==> src/inc/mplc_pkg.sv <==
// Summary of operation
// - Per-port 7-bit queue-two egress limit, reset zero
// - Duplex bit 7 set selects half duplex
// - Flow-control bit 6 set enables pause handling in full duplex only
// - Speed bit 5 set selects 10BT, else 100BT
// - Role bit 6 set selects MAC role
// - Tx invert bit 6 launches on falling edge
// - Rx invert bit 4 inverts driven rx clock
// - Decode limit: 0, 100 and 116-127 full, 1-99 Mbps, 101-115 Kbps
package mplc_pkg;
   // ************************************************************
   // Register indices; byte address is four times the index
   // ************************************************************
   localparam logic [7:0] IDX_Q2_LIMIT_P1 = 8'hbe;
   localparam logic [7:0] IDX_Q2_LIMIT_P2 = 8'hce;
   localparam logic [7:0] IDX_Q2_LIMIT_P3 = 8'hde;
   localparam logic [7:0] IDX_Q2_LIMIT_P4 = 8'hee;
   localparam logic [7:0] IDX_LINK_SETTINGS = 8'hdd;
   localparam logic [7:0] IDX_ROLE_SELECT = 8'hdf;
   localparam logic [7:0] IDX_FIXED_THREE = 8'hef;
   localparam logic [7:0] IDX_CLOCK_PHASE = 8'hff;
   localparam int ADDR_W = 10;
   // ************************************************************
   // Field positions
   // ************************************************************
   localparam int BIT_HALF_DUPLEX = 7;
   localparam int BIT_FLOW_CTRL = 6;
   localparam int BIT_SPEED_10 = 5;
   localparam int BIT_MAC_ROLE = 6;
   localparam int BIT_TX_INVERT = 6;
   localparam int BIT_RX_INVERT = 4;
   localparam int LIMIT_W = 7;
   localparam int RATE_W = 17;
   // ************************************************************
   // Reset and fixed values
   // ************************************************************
   localparam logic [6:0] LIMIT_RESET = 7'h00;
   localparam logic [4:0] LINK_FIXED_LOW = 5'h15;
   localparam logic [5:0] ROLE_FIXED_LOW = 6'h2c;
   localparam logic [7:0] FIXED_THREE = 8'h32;
   // ************************************************************
   // Rate decode
   // ************************************************************
   localparam logic [6:0] LIMIT_FULL_CODE = 7'h64;
   localparam logic [6:0] LIMIT_KBPS_FIRST = 7'h65;
   localparam logic [6:0] LIMIT_KBPS_LAST = 7'h73;
   localparam logic [16:0] RATE_FULL_KBPS = 17'h186a0;
   localparam logic [16:0] RATE_MBPS_KBPS = 17'h003e8;
   localparam logic [16:0] RATE_STEP_KBPS = 17'h00040;
endpackage

==> src/inc/mplc_phase_if.sv <==
`timescale 1ns/100ps
interface mplc_phase_if;
   logic tx_invert;
   logic rx_invert;
   logic apply;
   logic launch;
   logic rx_clock;
   modport cfg (output tx_invert, output rx_invert, output apply, input launch, input rx_clock);
   modport edge_side (input tx_invert, input rx_invert, input apply, output launch,
      output rx_clock);
endinterface

==> src/hw/mplc_ref_clock.sv <==
`timescale 1ns/100ps
module mplc_ref_clock
   import mplc_pkg::*;
(
   // Clock and reset
   input wire logic pclk,
   input wire logic presetn,
   // Reference clock pin
   input wire logic port_four_tx_ref_clock,
   // Phase settings
   mplc_phase_if.edge_side ph
);
   // ************************************************************
   // Synchroniser and edge finder
   // ************************************************************
   logic sync_a;
   logic sync_b;
   logic sync_c;
   logic tx_invert_act;
   logic rx_invert_act;

   always_ff @(posedge pclk or negedge presetn)
   begin
      if (!presetn)
      begin
         sync_a <= 1'b0;
         sync_b <= 1'b0;
         sync_c <= 1'b0;
      end
      else
      begin
         sync_a <= port_four_tx_ref_clock;
         sync_b <= sync_a;
         sync_c <= sync_b;
      end
   end

   // Active phases only move when no frame is in flight
   always_ff @(posedge pclk or negedge presetn)
   begin
      if (!presetn)
      begin
         tx_invert_act <= 1'b0;
         rx_invert_act <= 1'b0;
      end
      else if (ph.apply)
      begin
         tx_invert_act <= ph.tx_invert;
         rx_invert_act <= ph.rx_invert;
      end
   end

   always_ff @(posedge pclk or negedge presetn)
   begin
      if (!presetn)
      begin
         ph.launch <= 1'b0;
         ph.rx_clock <= 1'b0;
      end
      else
      begin
         ph.launch <= tx_invert_act ? (sync_c & ~sync_b) : (~sync_c & sync_b);
         ph.rx_clock <= sync_b ^ rx_invert_act;
      end
   end
endmodule

==> src/hw/mplc_regs.sv <==
// The APB slave port was left to the implementer.
`timescale 1ns/100ps
module mplc_regs
   import mplc_pkg::*;
#(
   parameter int NUM_PORTS = 4
)
(
   // Clock and reset
   input wire logic pclk,
   input wire logic presetn,
   // APB slave
   input wire logic psel,
   input wire logic penable,
   input wire logic pwrite,
   input wire logic [ADDR_W-1:0] paddr,
   input wire logic [31:0] pwdata,
   output logic [31:0] prdata,
   output logic pready,
   output logic pslverr,
   // Frame activity pins
   input wire logic port_three_frame_busy,
   input wire logic port_four_frame_busy,
   // Port three MAC link settings
   output logic port_three_half_duplex,
   output logic port_three_flow_ctrl,
   output logic port_three_speed_10,
   output logic port_three_mac_role,
   // Port four reduced link clocks
   input wire logic port_four_tx_ref_clock,
   output logic port_four_rx_ref_clock,
   output logic port_four_tx_launch,
   // Queue two egress limits
   output logic [NUM_PORTS*RATE_W-1:0] queue_two_rate_kbps,
   output logic [NUM_PORTS-1:0] queue_two_full_rate
);
   // Only four limit registers exist, so more ports cannot be served
   if (NUM_PORTS < 1 || NUM_PORTS > 4)
   begin : gen_bad_ports
      $error("NUM_PORTS must be 1 to 4");
   end

   // ************************************************************
   // Rate decode
   // ************************************************************
   function automatic logic [RATE_W-1:0] rate_of(input logic [LIMIT_W-1:0] code);
      logic [RATE_W-1:0] r;
      r = RATE_FULL_KBPS;
      if (code != 7'h00 && code < LIMIT_FULL_CODE)
         r = RATE_MBPS_KBPS * {10'h000, code};
      else if (code >= LIMIT_KBPS_FIRST && code <= LIMIT_KBPS_LAST)
         r = RATE_STEP_KBPS * {10'h000, code - LIMIT_FULL_CODE};
      return r;
   endfunction

   // ************************************************************
   // Registers
   // ************************************************************
   localparam logic [7:0] LIMIT_IDX [4] = '{IDX_Q2_LIMIT_P1, IDX_Q2_LIMIT_P2,
      IDX_Q2_LIMIT_P3, IDX_Q2_LIMIT_P4};
   logic [LIMIT_W-1:0] limit [NUM_PORTS];
   logic half_duplex_sw;
   logic flow_ctrl_sw;
   logic speed_10_sw;
   logic mac_role_sw;
   logic tx_invert_sw;
   logic rx_invert_sw;
   logic [7:0] idx;
   logic word_ok;
   logic wr_fire;
   logic setup;
   logic [7:0] next_rdata;
   logic next_err;
   logic [NUM_PORTS-1:0] limit_hit;

   assign idx = paddr[ADDR_W-1:2];
   assign word_ok = (paddr[1:0] == 2'b00);
   assign setup = psel & ~penable;
   assign wr_fire = psel & penable & pready & pwrite & ~pslverr;

   genvar g;
   generate
      for (g = 0; g < NUM_PORTS; g++)
      begin : gen_port
         assign limit_hit[g] = (idx == LIMIT_IDX[g]);
         always_ff @(posedge pclk or negedge presetn)
         begin
            if (!presetn)
               limit[g] <= LIMIT_RESET;
            else if (wr_fire && limit_hit[g])
               limit[g] <= pwdata[LIMIT_W-1:0];
         end
         always_ff @(posedge pclk or negedge presetn)
         begin
            if (!presetn)
            begin
               queue_two_rate_kbps[g*RATE_W +: RATE_W] <= RATE_FULL_KBPS;
               queue_two_full_rate[g] <= 1'b1;
            end
            else
            begin
               queue_two_rate_kbps[g*RATE_W +: RATE_W] <= rate_of(limit[g]);
               queue_two_full_rate[g] <= (limit[g] == 7'h00) || (limit[g] == LIMIT_FULL_CODE)
                  || (limit[g] > LIMIT_KBPS_LAST);
            end
         end
      end
   endgenerate

   always_ff @(posedge pclk or negedge presetn)
   begin
      if (!presetn)
      begin
         half_duplex_sw <= 1'b0;
         flow_ctrl_sw <= 1'b0;
         speed_10_sw <= 1'b0;
         mac_role_sw <= 1'b0;
         tx_invert_sw <= 1'b0;
         rx_invert_sw <= 1'b0;
      end
      else if (wr_fire)
      begin
         // Reserved bits are not stored, so a write cannot disturb them
         if (idx == IDX_LINK_SETTINGS)
         begin
            half_duplex_sw <= pwdata[BIT_HALF_DUPLEX];
            flow_ctrl_sw <= pwdata[BIT_FLOW_CTRL];
            speed_10_sw <= pwdata[BIT_SPEED_10];
         end
         if (idx == IDX_ROLE_SELECT)
            mac_role_sw <= pwdata[BIT_MAC_ROLE];
         if (idx == IDX_CLOCK_PHASE)
         begin
            tx_invert_sw <= pwdata[BIT_TX_INVERT];
            rx_invert_sw <= pwdata[BIT_RX_INVERT];
         end
      end
   end

   // ************************************************************
   // APB read path, no wait states
   // ************************************************************
   always_comb
   begin
      next_rdata = 8'h00;
      next_err = ~word_ok;
      if (idx == IDX_LINK_SETTINGS)
         next_rdata = {half_duplex_sw, flow_ctrl_sw, speed_10_sw, LINK_FIXED_LOW};
      else if (idx == IDX_ROLE_SELECT)
         next_rdata = {1'b0, mac_role_sw, ROLE_FIXED_LOW};
      else if (idx == IDX_FIXED_THREE)
         next_rdata = FIXED_THREE;
      else if (idx == IDX_CLOCK_PHASE)
         next_rdata = {1'b0, tx_invert_sw, 1'b0, rx_invert_sw, 4'h0};
      else if (|limit_hit)
      begin
         for (int i = 0; i < NUM_PORTS; i++)
            if (limit_hit[i])
               next_rdata = {1'b0, limit[i]};
      end
      else
         next_err = 1'b1;
   end

   always_ff @(posedge pclk or negedge presetn)
   begin
      if (!presetn)
      begin
         prdata <= 32'h0000_0000;
         pready <= 1'b0;
         pslverr <= 1'b0;
      end
      else if (setup)
      begin
         prdata <= pwrite ? 32'h0000_0000 : {24'h00_0000, next_rdata};
         pready <= 1'b1;
         pslverr <= next_err;
      end
      else
      begin
         prdata <= 32'h0000_0000;
         pready <= 1'b0;
         pslverr <= 1'b0;
      end
   end

   // ************************************************************
   // Frame boundary tracking
   // ************************************************************
   logic three_busy_a;
   logic three_busy_b;
   logic four_busy_a;
   logic four_busy_b;

   always_ff @(posedge pclk or negedge presetn)
   begin
      if (!presetn)
      begin
         three_busy_a <= 1'b0;
         three_busy_b <= 1'b0;
         four_busy_a <= 1'b0;
         four_busy_b <= 1'b0;
      end
      else
      begin
         three_busy_a <= port_three_frame_busy;
         three_busy_b <= three_busy_a;
         four_busy_a <= port_four_frame_busy;
         four_busy_b <= four_busy_a;
      end
   end

   // Switching mid-frame would corrupt the frame on the wire
   always_ff @(posedge pclk or negedge presetn)
   begin
      if (!presetn)
      begin
         port_three_half_duplex <= 1'b0;
         port_three_flow_ctrl <= 1'b0;
         port_three_speed_10 <= 1'b0;
         port_three_mac_role <= 1'b0;
      end
      else if (!three_busy_b)
      begin
         port_three_half_duplex <= half_duplex_sw;
         port_three_flow_ctrl <= flow_ctrl_sw & ~half_duplex_sw;
         port_three_speed_10 <= speed_10_sw;
         port_three_mac_role <= mac_role_sw;
      end
   end

   // ************************************************************
   // Port four reference clock handling
   // ************************************************************
   mplc_phase_if ph ();
   assign ph.tx_invert = tx_invert_sw;
   assign ph.rx_invert = rx_invert_sw;
   assign ph.apply = ~four_busy_b;

   mplc_ref_clock u_ref_clock (
      .pclk(pclk),
      .presetn(presetn),
      .port_four_tx_ref_clock(port_four_tx_ref_clock),
      .ph(ph.edge_side)
   );

   always_ff @(posedge pclk or negedge presetn)
   begin
      if (!presetn)
      begin
         port_four_rx_ref_clock <= 1'b0;
         port_four_tx_launch <= 1'b0;
      end
      else
      begin
         port_four_rx_ref_clock <= ph.rx_clock;
         port_four_tx_launch <= ph.launch;
      end
   end
endmodule

==> config.mk <==
export PLATFORM = sky130hd
export DESIGN_NAME = mplc_regs
export DESIGN_NICKNAME = d
export VERILOG_FILES = /design/src/inc/mplc_pkg.sv /design/src/inc/mplc_phase_if.sv /design/src/hw/mplc_ref_clock.sv /design/src/hw/mplc_regs.sv
export SDC_FILE = /design/constraint.sdc
export NUM_CORES = 1
export LEC_CHECK = 0
export ABC_AREA = 1
export BUFFER_PORTS_ARGS = -buffer_cell sky130_fd_sc_hd__buf_2
export CAP_MARGIN = 20
export CELL_PAD_IN_SITES_DETAIL_PLACEMENT = 1
export CELL_PAD_IN_SITES_GLOBAL_PLACEMENT = 1
export CORE_ASPECT_RATIO = 1.1
export CORE_MARGIN = 1.5
export CORE_UTILIZATION = 24
export CTS_CLUSTER_DIAMETER = 40
export DETAILED_ROUTE_END_ITERATION = 8
export PLACE_DENSITY = 0.51
export SYNTH_ARGS = -nofsm -noshare
export SYNTH_HDL_FRONTEND = slang
export SYNTH_SLANG_ARGS = --single-unit
==> constraint.sdc <==
create_clock -name pclk -period 3.4 [get_ports pclk]
set_input_delay 1.02 -clock pclk [delete_from_list [all_inputs] [get_ports pclk]]
set_output_delay 1.02 -clock pclk [all_outputs]
set_load 0.01 [all_outputs]
; ---- Word level (Yosys, flattened, before mapping)
; Cells that the tools add are included.
[classes]
addsub = 4
multipliers = 4
magnitude_cmp = 16
eq_ne = 12
muxes = 27
bitwise = 15
n_reduce_logical = 33
[op_table]
columns = cell, count
row1 = 2-to-1 mux 17 bit, 8
row2 = 2-to-1 mux 8 bit, 10
row3 = equality test 8 bit (second input constant), 8
row4 = multiplier 7 x 7 -> 14 bit (first input constant), 4
row5 = equality test 7 bit (second input constant), 4
row6 = greater-or-equal comparator 7 bit (second input constant), 4
row7 = greater-than comparator 7 bit (second input constant), 4
row8 = less-or-equal comparator 7 bit (second input constant), 4
row9 = zero test 7 bit, 4
row10 = less-than comparator 7 bit (second input constant), 4
row11 = nonzero test 7 bit, 4
row12 = subtractor 7 bit (second input constant), 4
row13 = logical AND 1 bit, 12
row14 = AND 1 bit, 8
row15 = logical OR 1 bit, 8
row16 = 2-to-1 mux 1 bit, 8
row17 = 2-to-1 mux 7 bit, 1
row18 = NOT 1 bit, 6
row19 = AND reduction 2 bit, 3
row20 = OR reduction 4 bit, 1
row21 = zero test 2 bit, 1
row22 = bitwise XOR 1 bit, 1
[totals]
reg_bits = 157
input_bits = 50
elab_cells = 149

; ---- Logic depth before layout (Yosys ltp)
[logic_depth]
depth_word = 12
depth_mapped = 18
mapped_depth_nobuf = 18

; ---- By module
; A second synthesis with hierarchy kept.
[hier_totals]
hier_cells = 1301
area_unflattened_um2 = 10840.4
[by_module_without_submodules]
columns = module, n_inst, cells_per_inst, area_each_um2, seq_area_each_um2
row1 = mplc_regs, 1, 1282, 10610.2, 2887.8
row2 = mplc_ref_clock, 1, 19, 230.2, 175.2

; ---- Worst setup path after synthesis
; No wires, ideal clock.
[synth_timing]
kind = flip-flop to flip-flop
start = register limit[15] (netlist bit)
end = register queue_two_rate_kbps[28]
setup_ns = 0.083
arrival_time_ns = 3.404
t_required_ns = 3.317
setup_slack_ns = -0.086
path_stages_with_launch = 13
cell_sequence = dfrtp_1 -> fa_1 -> ha_1 -> fa_1 -> inv_1 -> fa_1 -> inv_1 -> ha_1 -> nand2_1 -> o21ai_0 -> nor2_1 -> xor2_1 -> o21ai_0
[synth_via]
elab_chain_len = 4
[synth_lines]
columns = element, line_no
row1 = "start, declared", mplc_regs.sv:61  ; logic [LIMIT_W-1:0] limit [NUM_PORTS];
row2 = "start signal, assigned by index", mplc_regs.sv:91  ; limit[g] <= pwdata[LIMIT_W-1:0];
row3 = "parallel branches: the longest is 3 deep, another holds multiplier 7 x 7 -> 14 bit", --
row4 = 2-to-1 mux 17 bit (*), mplc_regs.sv:49  ; if (code != 7'h00 && code < LIMIT_FULL_CODE)
row5 = "end signal, assigned by index", mplc_regs.sv:102  ; queue_two_rate_kbps[g*RATE_W +: RATE_W] <= rate_of(limit[g]);
row6 = "end, declared", mplc_regs.sv:34  ; output logic [NUM_PORTS*RATE_W-1:0] queue_two_rate_kbps,
; Every way passes the cells marked *.
; A chain may end at the register's enable or synchronous reset.

; ---- Worst setup path after layout
[layout_timing]
start = register limit[9] (netlist bit)
end = register queue_two_rate_kbps[48]
[layout_via]
elab_chain_len = 3
[layout_lines]
columns = element, line_no
row1 = "parallel branches: the longest is 2 deep, another holds multiplier 7 x 7 -> 14 bit", --
row2 = 2-to-1 mux 17 bit (*), mplc_regs.sv:49
; Marked as above.

==> results.json <==
{
  "status": "finished with violations",
  "violations": "setup timing",
  "start_util_pct": 24.3,
  "powerDensity_nw_per_um2": 244,
  "min_period_ps": 3550,
  "grt.overflow.total": 0,
  "firstDrtPassIters": 4,
  "synthArstFlopShare_pct": 100,
  "grt_use_total_pct": 14.5,
  "synthCells": 1288,
  "ys_top_cells_by_area": "dfrtp_1 (22%), ha_1 (20%), fa_1 (11%)",
  "place.gp.congestion": 0.815,
  "final_max_slew_viol_count": 0,
  "drive_gt1_share_pct": 33.9,
  "worstPathMaxFanout": 4,
  "dieHeight_um": 225,
  "use_met2_pct": 25.9,
  "final_antenna_net_count": 0,
  "num-fill-cells": 5240,
  "cap_violations": 0,
  "dpl.hpwl_mm": 25.6,
  "io_buffers": 101,
  "routedWlPerCell_um": 15.0,
  "synth_cell_type_count": 42,
  "hold_class": "flip-flop to flip-flop",
  "relSlewSlack_pct": 62.0,
  "area_delta_synth_final_pct": 35.2,
  "synth_edf_count": 0,
  "post-route-period-util_pct": 104,
  "synth_top_cell_by_area": "dfrtp_1",
  "tightest_slew_ps": 568,
  "fin_setup_tns_ps": -1440,
  "met3_usage_pct": 2.37,
  "arrival_ps": 3900,
  "power_leakage_uw": 0.00768,
  "synth-main-ff-cell": "dfrtp_1",
  "cts_sinks": 121,
  "num_antenna_cells": 0,
  "syn_area_sq_um": 10800,
  "clkTransAtPathRegs_ps": 60,
  "timing.fmax_ghz": 0.282,
  "dp_slack_ps": -280,
  "cp_data_required_time_ps": 3750,
  "stdcell_count": 2133,
  "top_usage_layer": "met2",
  "fin_nets": 1817,
  "timing_hold_violations_final": 0,
  "cp-start-kind": "flip-flop",
  "syn_area_per_cell_sq_um": 8.37,
  "design.die.area_sq_um": 46200,
  "drc_errors": 0,
  "multi_input_area_sq_um": 7620,
  "crit_slowest_cell": "fa_2",
  "clockBufferDepth": 2,
  "synth_most_common_cell": "nand2_1",
  "synth_seq_area_share_pct": 28.4,
  "met1_usage_pct": 17.7,
  "holdWs_ps": 346,
  "die_w_um": 205,
  "slowest_delay_ps": 540,
  "setup_slack_ps": -149,
  "synth_top_cell_area_share_pct": 21.6,
  "path_buf_inv": 4,
  "netlist_top_cells_count": "nand2_1 (274), inv_1 (218), ha_1 (168), dfrtp_1 (93), o21ai_0 (79)",
  "grt_max_degree": 44,
  "setup_viol": 25,
  "vias": 9122,
  "via_per_inst": 4.28,
  "regArea_sq_um": 3080,
  "p_total_uw": 3550,
  "drt_iter0_drc": 242,
  "fp.coreArea_sq_um": 44400,
  "cts_tree": "done",
  "end_kind": "flip-flop",
  "worst_ir_drop_vdd_mv": 0.339,
  "clk_latency_ps": 460,
  "cp_top_family": "adder cells",
  "rows": 81,
  "crit_type": "flip-flop to flip-flop",
  "io_pins": 162,
  "htree_levels": 4,
  "root_buffer": "clkbuf_16",
  "wirelength_mm": 31.9,
  "dpl.cell_count": 2088,
  "ys_ff_latch": 121,
  "numCtsBuffers": 17,
  "grt_pass1_vias": 9848,
  "critPathMostFrequentCell": "nand2_2",
  "grt_pass1_wl_mm": 52.0,
  "rsz0062_at_grt": "yes",
  "antenna_found_initial": 0,
  "worst_clock_skew_ps": 9.68,
  "synth_warnings": 0,
  "worstPathCellList": "fa_2, buf_6, ha_4, inv_2, fa_1, inv_2, fa_1, ha_4, buf_6, nand3_4, nand2_2, nand3_2, nand2_2, nand2_2, nand2_2, nand2_1, nand2_1, nor2_1"
}
flip-flops by register name, indices dropped and copies added, names as in the netlist, 4 cells and up:
signal               count
queue_two_full_rate      4
limit                   28
prdata                   8
queue_two_rate_kbps     56
power breakdown:
part	internal (uW)	total (uW)	leakage, uW	switching (uW)
clock network	1100	1860	0.000272	756
logic	73.8	225	0.00587	152
registers	1460	1470	0.00154	7.11
cells in the final DEF, fill, tap and decap left out, types with 33 or more instances in the layout:
cell type / Yosys / layout
buf_2: 14 / 100
fa_1: 60 / 52
ha_4: 0 / 33
dfrtp_1: 93 / 81
o21ai_1: 8 / 34
buf_4: 37 / 132
nand3_1: 75 / 50
ha_1: 168 / 135
conb_1: 1 / 36
nand2_2: 3 / 37
nand2_1: 274 / 232
inv_1: 218 / 202
nor2_1: 71 / 62
o21ai_0: 79 / 45
cells by family (layout without fill, tap and decap cells):
kind of cell    Yosys count  in the layout  synth area share, %
buf+inv                 276            505                 11.4
fa+ha+maj               228            228                 30.7
flops                   121            121                 28.4
xor+xnor                 23             23                 1.87
other cells               1             36               0.0348
compound gates          168            168                 8.69
simple gates            469            469                 18.8
mux                       2              2                0.209
final cells by class:
| cell class | instances | area share [%] |
|---|---|---|
| well taps | 581 | 4.99 |
| multi-input cells | 926 | 52.3 |
| repair buffers | 252 | 11.8 |
| inverters | 221 | 5.70 |
| flip-flops and latches | 121 | 21.1 |
| clock inverters | 13 | 1.00 |
| clock buffers | 19 | 3.04 |
stage by stage:
step                utilization, %  instance area (sq um)
floorplan                        -                  11000
global placement              29.0                  12900
detailed placement            29.0                  12900
CTS                           31.9                  14200
global route                  32.8                  14600
finish                        32.8                  14600
path summary, 6_finish.rpt:
kind	from	endpoint	slack, ps	cells past startpoint
max	limit[9]	queue_two_rate_kbps[48]	-150	18
max in group asynchronous	presetn	queue_two_rate_kbps[39]	2220	2
min in group asynchronous	presetn	queue_two_rate_kbps[12]	480	1
max reg2reg	limit[9]	queue_two_rate_kbps[48]	-150	18
min	u_ref_clock.ph.rx_clock	port_four_rx_ref_clock	350	0
min reg2reg	u_ref_clock.ph.rx_clock	port_four_rx_ref_clock	350	0
repair_timing:
| item | CTS | global route |
|---|---|---|
| endpoints found under the setup margin | 35 | 34 |
| gates resized for setup | 154 | 97 |
| pin swaps | 95 | 79 |
| buffers inserted | 5 | 9 |
| hold buffers | 0 | 0 |
layer usage:
| layer | up-vias | routed length [um] |
|---|---|---|
| met1 | 4458 | 14100 |
| li1 | 4530 | - |
| met3 | 35 | 632 |
| met2 | 99 | 16600 |
| met4 | 0 | 584 |
| met5 | - | 0 |
(Power assumes the default switching activity.)
